## config.mk

```make
export PLATFORM = sky130hd
export DESIGN_NAME = wtw_wake_timer_watchdog
export DESIGN_NICKNAME = d
export VERILOG_FILES = /design/src/wtw_mr_debounce.v /design/src/wtw_wake_timer_watchdog.v
export VERILOG_INCLUDE_DIRS = /design/src
export SDC_FILE = /design/constraint.sdc
export NUM_CORES = 1
export LEC_CHECK = 0
export BUFFER_PORTS_ARGS = -buffer_cell sky130_fd_sc_hd__buf_2
export CORE_MARGIN = 8
export CORE_UTILIZATION = 57
export CTS_CLUSTER_DIAMETER = 60
export DETAILED_ROUTE_END_ITERATION = 7
export PLACE_DENSITY = 0.74
export SYNTH_ARGS = -nofsm -noshare
export SYNTH_HDL_FRONTEND = slang
export SYNTH_SLANG_ARGS = --single-unit
```

## constraint.sdc

```tcl
create_clock -name ref_clk -period 3.5 [get_ports ref_clk]
set_clock_uncertainty 0.1 [all_clocks]
set_input_delay 0.525 -clock ref_clk [delete_from_list [all_inputs] [get_ports ref_clk]]
set_output_delay 0.525 -clock ref_clk [all_outputs]
set_load 0.01 [all_outputs]
```

## src/wtw_regs.vh

```
// Timing constants for the wake timer watchdog block
`ifndef WTW_REGS_VH
`define WTW_REGS_VH

// System clock period and the millisecond base, in ns
`define WTW_CLK_NS 8'h14
`define WTW_MS_NS 20'hF4240
// Cycles of ref_clk per 1 ms enable tick: 1 ms over 20 ns
`define WTW_MS_CYCLES 16'hC350

// Slow oscillator period in ms (manual reset sampling rate)
`define WTW_OSC_MS 4'hA

// Interval limits in ms: 100 ms .. 7200 s
`define WTW_IV_MIN_MS 23'h000064
`define WTW_IV_MAX_MS 23'h6DDD00

// Pulse widths and deadlines in ms
`define WTW_WAKE_MS 23'h000014
`define WTW_RST_MS 23'h000140
`define WTW_ACK_LEAD_MS 23'h000014
`define WTW_MEAS_MAX_MS 23'h000078

// Consecutive slow-oscillator samples for a valid manual reset
`define WTW_MR_SAMPLES 2'h2

`endif

```

## src/wtw_mr_debounce.v

```verilog
// Manual reset pin synchroniser and slow-oscillator debouncer
`timescale 1ns/1ps
`default_nettype none
`include "wtw_regs.vh"

module wtw_mr_debounce (
  input wire ref_clk,
  input wire srst,
  input wire pin_in,
  input wire osc_tick,
  input wire clear,
  output wire mr_active
);

  reg sync1_reg;
  reg sync2_reg;
  reg [1:0] high_cnt_reg;
  reg [1:0] low_cnt_reg;
  reg active_reg;

  // Two-stage synchroniser, first stage feeds only the second
  always @(posedge ref_clk) begin
    if (srst) begin
      sync1_reg <= 1'b0;
      sync2_reg <= 1'b0;
    end else begin
      sync1_reg <= pin_in;
      sync2_reg <= sync1_reg;
    end
  end

  // Sample once per slow cycle; glitches between samples are unseen
  always @(posedge ref_clk) begin
    if (srst || clear) begin
      high_cnt_reg <= 2'h0;
      low_cnt_reg <= 2'h0;
      active_reg <= 1'b0;
    end else if (osc_tick) begin
      if (sync2_reg) begin
        low_cnt_reg <= 2'h0;
        if (high_cnt_reg != `WTW_MR_SAMPLES)
          high_cnt_reg <= high_cnt_reg + 2'h1;
        if (high_cnt_reg == `WTW_MR_SAMPLES - 2'h1)
          active_reg <= 1'b1;
      end else begin
        high_cnt_reg <= 2'h0;
        if (low_cnt_reg != `WTW_MR_SAMPLES)
          low_cnt_reg <= low_cnt_reg + 2'h1;
        // Release is debounced too, so a bouncing switch stays held
        if (low_cnt_reg == `WTW_MR_SAMPLES - 2'h1)
          active_reg <= 1'b0;
      end
    end
  end

  assign mr_active = active_reg;

endmodule // wtw_mr_debounce
`default_nettype wire

```

## src/wtw_wake_timer_watchdog.v

```verilog
// Wake timer with watchdog reset, manual reset and start-up measurement
`timescale 1ns/1ps
`default_nettype none
`include "wtw_regs.vh"

module wtw_wake_timer_watchdog #(
  parameter [15:0] MS_CYCLES = `WTW_MS_CYCLES
) (
  input wire ref_clk,
  input wire srst,
  // Digital level of the shared interval / manual reset pin
  input wire mrst_pin,
  // Acknowledge from the host, asynchronous
  input wire ack_in,
  // Converter result: interval in ms, one-cycle valid
  input wire meas_valid,
  input wire [22:0] meas_interval_ms,
  // Pin routed to the analog converter while high
  output wire meas_en,
  output wire wake_out,
  // Open-drain reset: level and drive enable
  output wire host_reset_out_n,
  output wire host_reset_oe
);

  // Operating states. Power-on and srst enter ST_MEAS; a valid
  // manual reset parks in ST_MRHOLD until the pin is released;
  // ST_RST is the fixed host reset pulse; ST_RUN counts intervals.
  // Manual reset may interrupt any state, so ST_MRHOLD remembers
  // through measured_reg whether the measurement still has to run.
  localparam [1:0] ST_MEAS = 2'h0;
  localparam [1:0] ST_MRHOLD = 2'h1;
  localparam [1:0] ST_RST = 2'h2;
  localparam [1:0] ST_RUN = 2'h3;

  // Sequencer state
  reg [1:0] state_reg;

  // Millisecond and slow oscillator time base
  reg [15:0] ms_div_reg;
  reg ms_tick_reg;
  reg [15:0] osc_ms_div_reg;
  reg [3:0] osc_div_reg;
  reg osc_tick_reg;

  // Interval length and its running count, in ms
  reg [22:0] iv_cnt_reg;
  reg [22:0] interval_reg;

  // Reset pulse, measurement timeout and wake width counts, in ms
  reg [22:0] pulse_cnt_reg;
  reg [22:0] wake_cnt_reg;

  // Start-up status and registered outputs
  reg measured_reg;
  reg meas_en_reg;
  reg wake_reg;
  reg rst_n_reg;

  // Watchdog flags: edge taken this interval, edge was in time
  reg ack_taken_reg;
  reg ack_ok_reg;

  // Acknowledge synchroniser and edge history
  reg ack_s1_reg;
  reg ack_s2_reg;
  reg ack_s3_reg;

  // Debounced manual reset and the counter freeze it causes
  wire mr_active;
  wire hold_counters;

  // One-cycle acknowledge edge, already synchronised
  wire ack_rise;

  // Interval end points and the clamped converter result
  wire [22:0] iv_last;
  wire [22:0] ack_deadline;
  wire [22:0] meas_clamped;

  // Counters are frozen and cleared while a manual reset is held
  assign hold_counters = (state_reg == ST_MRHOLD) | mr_active;

  // Last ms count of an interval and the acknowledge deadline
  assign iv_last = interval_reg - 23'h000001;
  assign ack_deadline = interval_reg - `WTW_ACK_LEAD_MS;

  // Keep the converter answer inside the legal interval range
  assign meas_clamped =
    (meas_interval_ms < `WTW_IV_MIN_MS) ? `WTW_IV_MIN_MS :
    (meas_interval_ms > `WTW_IV_MAX_MS) ? `WTW_IV_MAX_MS :
    meas_interval_ms;

  // Millisecond enable, restarted by a manual reset. Frozen while
  // the switch is held, so the reset pulse after the release is
  // counted from a clean phase.
  always @(posedge ref_clk) begin
    if (srst || hold_counters) begin
      ms_div_reg <= 16'h0000;
      ms_tick_reg <= 1'b0;
    end else if (ms_div_reg == MS_CYCLES - 16'h0001) begin
      ms_div_reg <= 16'h0000;
      ms_tick_reg <= 1'b1;
    end else begin
      ms_div_reg <= ms_div_reg + 16'h0001;
      ms_tick_reg <= 1'b0;
    end
  end

  // Slow oscillator tick; runs on even during a manual reset
  // because the debouncer needs it to see the release
  always @(posedge ref_clk) begin
    if (srst) begin
      osc_ms_div_reg <= 16'h0000;
      osc_div_reg <= 4'h0;
      osc_tick_reg <= 1'b0;
    end else begin
      osc_tick_reg <= 1'b0;
      if (osc_ms_div_reg == MS_CYCLES - 16'h0001) begin
        osc_ms_div_reg <= 16'h0000;
        if (osc_div_reg == `WTW_OSC_MS - 4'h1) begin
          osc_div_reg <= 4'h0;
          osc_tick_reg <= 1'b1;
        end else begin
          osc_div_reg <= osc_div_reg + 4'h1;
        end
      end else begin
        osc_ms_div_reg <= osc_ms_div_reg + 16'h0001;
      end
    end
  end

  // Manual reset detection with debounce; clear stays low because
  // the release must be judged from the same sample history
  wtw_mr_debounce u_mr_debounce (
    .ref_clk(ref_clk),
    .srst(srst),
    .pin_in(mrst_pin),
    .osc_tick(osc_tick_reg),
    .clear(1'b0),
    .mr_active(mr_active)
  );

  // Acknowledge synchroniser and edge detector; the pin pulse can be
  // short, so only the fast clock can catch it
  always @(posedge ref_clk) begin
    if (srst) begin
      ack_s1_reg <= 1'b0;
      ack_s2_reg <= 1'b0;
      ack_s3_reg <= 1'b0;
    end else begin
      ack_s1_reg <= ack_in;
      ack_s2_reg <= ack_s1_reg;
      ack_s3_reg <= ack_s2_reg;
    end
  end

  assign ack_rise = ack_s2_reg & ~ack_s3_reg;

  // Main sequencer. Priority is srst, then manual reset, then the
  // state itself, so a held switch overrides measurement, pulse and
  // interval alike; within ST_RUN the interval boundary is written
  // last and wins over an acknowledge edge in the same cycle.
  always @(posedge ref_clk) begin
    if (srst) begin
      // Power-on: measure first, host held in reset
      state_reg <= ST_MEAS;
      measured_reg <= 1'b0;
      meas_en_reg <= 1'b1;
      interval_reg <= `WTW_IV_MIN_MS;
      iv_cnt_reg <= 23'h000000;
      pulse_cnt_reg <= 23'h000000;
      wake_cnt_reg <= 23'h000000;
      wake_reg <= 1'b0;
      rst_n_reg <= 1'b0;
      ack_taken_reg <= 1'b0;
      ack_ok_reg <= 1'b0;
    end else if (mr_active) begin
      // Manual reset wins over every state and clears the interval, pulse and wake counters
      state_reg <= ST_MRHOLD;
      meas_en_reg <= 1'b0;
      iv_cnt_reg <= 23'h000000;
      pulse_cnt_reg <= 23'h000000;
      wake_cnt_reg <= 23'h000000;
      wake_reg <= 1'b0;
      rst_n_reg <= 1'b0;
      ack_taken_reg <= 1'b0;
      ack_ok_reg <= 1'b0;
    end else begin
      case (state_reg)
        ST_MEAS: begin
          // One-time conversion; a late converter falls back to
          // the shortest interval so start-up never stalls
          rst_n_reg <= 1'b0;
          wake_reg <= 1'b0;
          if (meas_valid) begin
            interval_reg <= meas_clamped;
            measured_reg <= 1'b1;
            meas_en_reg <= 1'b0;
            state_reg <= ST_RUN;
            rst_n_reg <= 1'b1;
            iv_cnt_reg <= 23'h000000;
            ack_taken_reg <= 1'b0;
            ack_ok_reg <= 1'b1;
          end else if (ms_tick_reg) begin
            if (pulse_cnt_reg == `WTW_MEAS_MAX_MS - 23'h000001) begin
              interval_reg <= `WTW_IV_MIN_MS;
              measured_reg <= 1'b1;
              meas_en_reg <= 1'b0;
              state_reg <= ST_RUN;
              rst_n_reg <= 1'b1;
              iv_cnt_reg <= 23'h000000;
              ack_taken_reg <= 1'b0;
              ack_ok_reg <= 1'b1;
            end else begin
              pulse_cnt_reg <= pulse_cnt_reg + 23'h000001;
            end
          end
        end

        ST_MRHOLD: begin
          // Released: redo an aborted measurement, else one pulse
          rst_n_reg <= 1'b0;
          wake_reg <= 1'b0;
          pulse_cnt_reg <= 23'h000000;
          if (measured_reg) begin
            state_reg <= ST_RST;
          end else begin
            state_reg <= ST_MEAS;
            meas_en_reg <= 1'b1;
          end
        end

        ST_RST: begin
          // Fixed reset pulse; the host restarts, so the following
          // interval ends in a wake without an acknowledge
          rst_n_reg <= 1'b0;
          wake_reg <= 1'b0;
          if (ms_tick_reg) begin
            if (pulse_cnt_reg == `WTW_RST_MS - 23'h000001) begin
              state_reg <= ST_RUN;
              rst_n_reg <= 1'b1;
              pulse_cnt_reg <= 23'h000000;
              iv_cnt_reg <= 23'h000000;
              ack_taken_reg <= 1'b0;
              ack_ok_reg <= 1'b1;
            end else begin
              pulse_cnt_reg <= pulse_cnt_reg + 23'h000001;
            end
          end
        end

        ST_RUN: begin
          rst_n_reg <= 1'b1;
          // First edge per interval only; later ones are ignored
          if (ack_rise && !ack_taken_reg) begin
            ack_taken_reg <= 1'b1;
            wake_reg <= 1'b0;
            // Only the watchdog flag moves, never the interval count
            if (iv_cnt_reg < ack_deadline)
              ack_ok_reg <= 1'b1;
          end

          // Wake pulse width in whole ms
          if (ms_tick_reg && wake_reg) begin
            if (wake_cnt_reg == `WTW_WAKE_MS - 23'h000001) begin
              wake_reg <= 1'b0;
              wake_cnt_reg <= 23'h000000;
            end else begin
              wake_cnt_reg <= wake_cnt_reg + 23'h000001;
            end
          end

          // Interval boundary decides wake or watchdog reset
          if (ms_tick_reg) begin
            if (iv_cnt_reg == iv_last) begin
              iv_cnt_reg <= 23'h000000;
              ack_taken_reg <= 1'b0;
              ack_ok_reg <= 1'b0;
              wake_cnt_reg <= 23'h000000;
              if (ack_ok_reg) begin
                wake_reg <= 1'b1;
              end else begin
                wake_reg <= 1'b0;
                rst_n_reg <= 1'b0;
                state_reg <= ST_RST;
                pulse_cnt_reg <= 23'h000000;
              end
            end else begin
              iv_cnt_reg <= iv_cnt_reg + 23'h000001;
            end
          end
        end

        default: begin
          state_reg <= ST_MEAS;
          rst_n_reg <= 1'b0;
          wake_reg <= 1'b0;
        end
      endcase
    end
  end

  // Outputs straight from flip-flops
  assign meas_en = meas_en_reg;
  assign wake_out = wake_reg;

  // Open drain: drive low only, pull-up makes the high level.
  // A released line rises only as fast as the pull-up charges it,
  // so a slow rise lengthens the host reset but never shortens it.
  assign host_reset_out_n = 1'b0;
  assign host_reset_oe = ~rst_n_reg;

endmodule // wtw_wake_timer_watchdog
`default_nettype wire

```

==> results of run 1 <==
area by class of cell:
type	instances	area, µm²	share of cell area, %
Clock buffer	19	443	4.54
Clock inverter	13	126	1.29
Inverter	35	131	1.35
Multi-Input combinational cell	882	5420	55.6
Sequential cell	148	2970	30.4
Tap cell	188	235	2.41
Timing Repair Buffer	64	430	4.41
synthesized netlist by cell type, types with 31 or more instances:
cell	instances
nor2_1	151
dfxtp_1	148
nand2_1	120
nand3_1	56
xnor2_1	56
a21oi_1	54
clkbuf_1	40
xor2_1	39
ha_1	34
inv_1	34
nor4_1	33
nand4_1	32
nor3_1	31
worst paths after layout:
| path | from | to | slack [ns] | cells after the start |
|---|---|---|---|---|
| worst max-delay path | interval_reg[5]$_SDFFE_PP1P_ | pulse_cnt_reg[11]$_SDFFE_PP0P_ | 0.12 | 9 |
| worst min-delay path | mrst_pin | u_mr_debounce.sync1_reg$_SDFF_PP0_ | 0.21 | 2 |
| worst max register to register | interval_reg[5]$_SDFFE_PP1P_ | pulse_cnt_reg[11]$_SDFFE_PP0P_ | 0.12 | 9 |
| worst min register to register | osc_ms_div_reg[0]$_SDFF_PP0_ | osc_ms_div_reg[0]$_SDFF_PP0_ | 0.35 | 1 |
cell families after synthesis:
kind of cell / after synthesis / share of synthesized area, %
multiplexers: 7 / 0.820
flip-flops: 148 / 34.0
other: 1 / 0.0431
AO/OA/AOI/OAI: 208 / 15.5
XOR/XNOR: 95 / 9.56
buffers and inverters: 88 / 4.21
AND/OR/NAND/NOR: 537 / 30.9
adder cells (fa/ha/maj): 34 / 4.89
worst reg2reg max path, cell delays in order, from the launching register on:
cell      delay [ns]
dfxtp_1         0.58
and4bb_2        0.32
xnor2_1         0.14
or4_4           0.53
o21bai_2        0.23
nor4_4          0.40
a21oi_2         0.13
buf_12          0.18
or4_1           0.52
a21boi_1        0.17
placed cells by master, fill, tap and decap left out, types with 4 or more instances in the layout:
cell         n
o31a_1       6
or4_1       10
and2_1       9
nand2b_1     9
o21ai_0     27
ha_1        33
o31ai_1      5
o2111ai_1    4
xnor2_1     56
a21boi_0     6
buf_2       30
and3_1      28
o22ai_1      6
nor3_1      30
a21o_1       4
nand2_1    120
nor2b_1     12
a211o_1      5
or3_1       10
nand3_1     56
dfxtp_1    145
or2_2        5
o21a_1      11
nor4_1      30
a22oi_1     11
inv_1       34
a21oi_1     53
xor2_1      39
o211ai_1    19
a31oi_1     27
mux2i_1      6
nand4_1     32
nand3b_1     6
clkbuf_16   17
nor2_1     151
and4_1       6
buf_4       32
per-stage QoR:
stage	std cells	worst slack (ns)
after global routing	1349	-0.0344
after detailed placement	1315	0.0866
final	1349	0.123
after global placement	1315	0.149
after floorplan	1118	0.229
after CTS	1347	0.00747
report_power, final:
part	internal (W)	total (W)	switching [W]
clock network	0.00101	0.00176	0.000755
logic	0.000348	0.000872	0.000524
registers	0.00175	0.00186	0.000105
total	0.00311	0.00449	0.00138
metal layers:
metal | track usage (%) | vias to the layer above
met3 | 4.58 | 43
met2 | 34.7 | 205
met1 | 28.3 | 3709
met5 | 0 | -
met4 | 8.23 | 0
li1 | - | 4067
what timing repair did:
item | 4_1_cts | 5_1_grt
resized for setup | 0 | 15
endpoints found under the setup margin | 0 | 5
setup buffers | 0 | 2
==> results_dict.tcl, run 1 <==
set metrics [dict create \
    cp_num_buf_inv 1 \
    cp_max_fo 34 \
    hold_ws_ns 0.214 \
    hold_path_class "input port to flip-flop" \
    ir_drop_uv 379 \
    first_iter_violations 594 \
    synth_warnings 0 \
    slew_violations 0 \
    syn_inst 1118 \
    syn_area_per_cell_um2 7.78 \
    nFillCells 1305 \
    drt_first_pass_iters 5 \
    routed_wl_mm 20.9 \
    wl_met2_mm 9.49 \
    nets 1210 \
    synth_flop_cell "dfxtp_1" \
    placed_area_um2 9130 \
    ys_types 66 \
    layout_min_cycle_time_ns 3.38 \
    yosys-top-cells-area "dfxtp_1 (34%), nor2_1 (6.5%), xnor2_1 (5.6%)" \
    crit_slowest_cell "dfxtp_1" \
    die_area_um2 19500 \
    die_w_um 140 \
    cts_root_buf "clkbuf_16" \
    setup_tns_ns 0 \
    htreeDepth 4 \
    syn2layout_area_growth_pct 12.1 \
    fin_crit_sh_pct 96.5 \
    grt_overflow_total 0 \
    slew_headroom_pct 57.9 \
    top_layer "met4" \
    gp_congestion 0.889 \
    wl_met3_mm 1.10 \
    avgRoutedWirePerCell_um 15.5 \
    met1_length_mm 9.83 \
    drive_gt1_share_pct 10.6 \
    final_area_um2 9760 \
    io_buffers 30 \
    grt_pass1_wl_mm 35.2 \
    clk_pin_slew_worst_paths_ns 0.07 \
    status "finished, final reports clean" \
    dpl.hpwl_mm 15.1 \
    cts_tree "built" \
    grt_pass1_vias 7295 \
    cts_buffers 17 \
    core_um2 15100 \
    grt_max_degree 45 \
    finalPower_w 0.00449 \
    yosysTopAreaCell "dfxtp_1" \
    antenna_found_initial 0 \
    fmax_mhz 296 \
    max_cap_viol_count 0 \
    vias 8024 \
    cp-start-kind "flip-flop" \
    p_per_area_nw_per_um2 460 \
    vias_per_cell 5.95 \
    ant_nets 0 \
    clk_latency_ns 0.43 \
    cp_top_family "simple AND/OR/NAND/NOR gates" \
    critPathArrivalTime_ns 3.63 \
    cts_buffer_depth 2 \
    hold_viol_final 0 \
    grtUsageTotal_pct 21.7 \
    ios 32 \
    end_kind "flip-flop" \
    synth_area_um2 8700 \
    critical_path_class "flip-flop to flip-flop" \
    setup_viol 0 \
    worst_pin_slew_ns 0.629 \
    ys_async_sr_fraction_pct 0 \
    route.detailed.drc 0 \
    fp.dieH_um 140 \
    syn-num-nets 1180 \
    final_core_util_pct 64.7 \
    diodes 0 \
    synth_edf_count 0 \
    cts_hold_buf 0 \
    yosys.area.top_type_share_pct 34.0 \
    p_leak_nw 3.50 \
    crit_path_cell_trace "and4bb_2 -> xnor2_1 -> or4_4 -> o21bai_2 -> nor4_4 -> a21oi_2 -> buf_12 -> or4_1 -> a21boi_1" \
    initial_core_util_pct 57.7 \
    required_ns 3.76 \
    slowest_delay_ns 0.58 \
    synth-seq-cells 148 \
    num_rows 45 \
    clock_sinks 148 \
    synth.yosys.seq_area_share_pct 34.0 \
]
Power figures use the tool's default switching activity.
==> inputs of run 2 (changes only) <==
--- a/config.mk
+++ b/config.mk
@@ -7,11 +7,12 @@
 export NUM_CORES = 1
 export LEC_CHECK = 0
 export BUFFER_PORTS_ARGS = -buffer_cell sky130_fd_sc_hd__buf_2
-export CORE_MARGIN = 8
+export CORE_MARGIN = 1
 export CORE_UTILIZATION = 57
 export CTS_CLUSTER_DIAMETER = 60
 export DETAILED_ROUTE_END_ITERATION = 7
 export PLACE_DENSITY = 0.74
+export SETUP_SLACK_MARGIN = 0.5
 export SYNTH_ARGS = -nofsm -noshare
 export SYNTH_HDL_FRONTEND = slang
 export SYNTH_SLANG_ARGS = --single-unit
==> run 2 against run 1 <==
The flow now finishes with violations (design-rule violations); final area rose by 7.1%; power rose by 10%; critical path depth rose by 5; first-iteration DRC count rose by 13%; critical endpoint is now pulse_cnt_reg[21]$_SDFFE_PP0P_; die area fell by 19%; non-clock buffer count rose by 26; utilization rose by 6.4 points; clock power rose by 9.7%; register-to-register slack improved by 0.28 ns; routed wire length rose by 8.3%; via count rose by 4.1%; sequential cell count did not move.
==> results_dict.tcl, run 2 (synthesis results as in run 1) <==
set metrics [dict create \
    status "finished, violations left" \
    violations "design-rule violations" \
    hold-path-cell-count 2 \
    slew_violations 0 \
    syn2layout_area_growth_pct 20.1 \
    max_cap_viol_count 0 \
    drt_first_pass_iters 7 \
    clk_latency_ns 0.44 \
    min_to "u_mr_debounce.sync1_reg$_SDFF_PP0_" \
    required_ns 3.76 \
    end_kind "flip-flop" \
    setup_ws_ns 0.401 \
    r2r-end "pulse_cnt_reg[21]$_SDFFE_PP0P_" \
    r2r-start "interval_reg[2]$_SDFFE_PP1P_" \
    initial_core_util_pct 59.2 \
    worst_pin_slew_ns 0.828 \
    final_cell_mix "dfxtp_1 (138), nor2_1 (137), nand2_1 (117)" \
    grt_pass1_wl_mm 36.0 \
    die_w_um 126 \
    final_common_cell "dfxtp_1" \
    avgRoutedWirePerCell_um 16.5 \
    slew_headroom_pct 44.6 \
    fp.dieH_um 126 \
    diodes 0 \
    worstHoldStart "mrst_pin" \
    final_area_um2 10500 \
    grt_overflow_total 0 \
    cts_buffer_depth 2 \
    num_rows 44 \
    p_per_area_nw_per_um2 475 \
    ant_nets 0 \
    setup_tns_ns 0 \
    dpl.hpwl_mm 15.0 \
    ios 32 \
    fmax_mhz 323 \
    placed_area_um2 9100 \
    cp_max_fo 8 \
    grtUsageTotal_pct 28.3 \
    clk_pin_slew_worst_paths_ns 0.07 \
    hold_viol_final 0 \
    rsz0062_at_grt "true" \
    rr_worst_depth 14 \
    cts_hold_buf 0 \
    critPathArrivalTime_ns 3.36 \
    io_buffers 30 \
    cts_buffers 17 \
    die_area_um2 15800 \
    grt_pass1_vias 7439 \
    hold_path_class "input port to flip-flop" \
    vias 8353 \
    cp-start-kind "flip-flop" \
    nets 1236 \
    core_um2 14700 \
    p_leak_nw 3.76 \
    antenna_found_initial 0 \
    nFillCells 1112 \
    first_iter_violations 671 \
    vias_per_cell 6.09 \
    drive_gt1_share_pct 17.1 \
    clock_sinks 148 \
    final_core_util_pct 71.1 \
    htreeDepth 4 \
    layout_min_cycle_time_ns 3.10 \
    fin_crit_sh_pct 88.5 \
    ir_drop_uv 425 \
    critical_path_class "flip-flop to flip-flop" \
    setup_viol 0 \
    routed_wl_mm 22.7 \
    route.detailed.drc 1 \
    grt_max_degree 44 \
    cts_root_buf "clkbuf_16" \
    gp_congestion 0.874 \
    reg2reg_slack_ns 0.40 \
    cts_tree "built" \
    dp_slack_ns 0.240 \
]
## run 2: cell count changes in the layout (fill, tap and decap cells not counted), moves of 6 or more
cell and change:
nor2_4 +8, nor2_2 +6, dfxtp_1 -7, nor2_1 -14, nor4_1 -7, buf_6 +7
buf_4 +14
## run 2: metal layers
layer	vias up	GRT usage, %	wire, µm
met4	0	11.3	735
met5	-	0	0
met1	3909	36.1	10100
li1	4118	-	-
met3	61	5.35	1240
met2	265	46.9	10600
## run 2: worst max-delay path: stages (launching register included)
cell      delay, ns
dfxtp_4        0.39
inv_4          0.05
ha_4           0.16
and4bb_2       0.26
buf_6          0.12
buf_6          0.12
a31o_4         0.24
a32oi_2        0.21
nand2_2        0.10
nor4_4         0.27
buf_4          0.17
a21oi_4        0.08
buf_12         0.15
or4_1          0.47
a21boi_1       0.14
## run 2: what timing repair did
action | 4_1_cts | 5_1_grt
cloned | 2 | 3
endpoints found under the setup margin | 58 | 75
pin swaps | 33 | 32
buffers inserted | 18 | 11
resized for setup | 53 | 54
## run 2: how the worst max path moves through the flow
stage,slack (ns),start,endpoint
floorplan,0.44,interval_reg[7]$_SDFFE_PP0P_,ack_ok_reg$_SDFFE_PP0P_
global placement,0.32,interval_reg[3]$_SDFFE_PP0P_,ack_ok_reg$_SDFFE_PP0P_
detailed placement,0.24,interval_reg[6]$_SDFFE_PP1P_,ack_ok_reg$_SDFFE_PP0P_
CTS,0.43,interval_reg[0]$_SDFFE_PP0P_,pulse_cnt_reg[9]$_SDFFE_PP0P_
global route,0.26,interval_reg[2]$_SDFFE_PP1P_,ack_ok_reg$_SDFFE_PP0P_
finish,0.40,interval_reg[2]$_SDFFE_PP1P_,pulse_cnt_reg[21]$_SDFFE_PP0P_
## run 2: area by class of cell
class                   instances  area, µm²  area share [%]
inverters                      35        136            1.30
repair buffers                 90        739            7.07
well taps                     184        230            2.20
clock inverters                15        191            1.83
clock buffers                  17        425            4.07
flip-flops and latches        148       2990            28.6
multi-input cells             882       5740            54.9
## run 2: per-stage QoR
step,total power [W],std cells,hold WS (ns)
after global routing,0.00516,1371,0.225
after detailed placement,0.00274,1305,0.332
after global placement,0.00273,1305,0.329
after CTS,0.00482,1357,0.224
final,0.00496,1371,0.227
after floorplan,0.00249,1118,0.314
## run 2: report_power, final
| part | internal (W) | switching (W) | total (W) |
|---|---|---|---|
| registers | 0.00175 | 0.000115 | 0.00187 |
| logic | 0.000511 | 0.000649 | 0.00116 |
| clock network | 0.00114 | 0.000790 | 0.00193 |
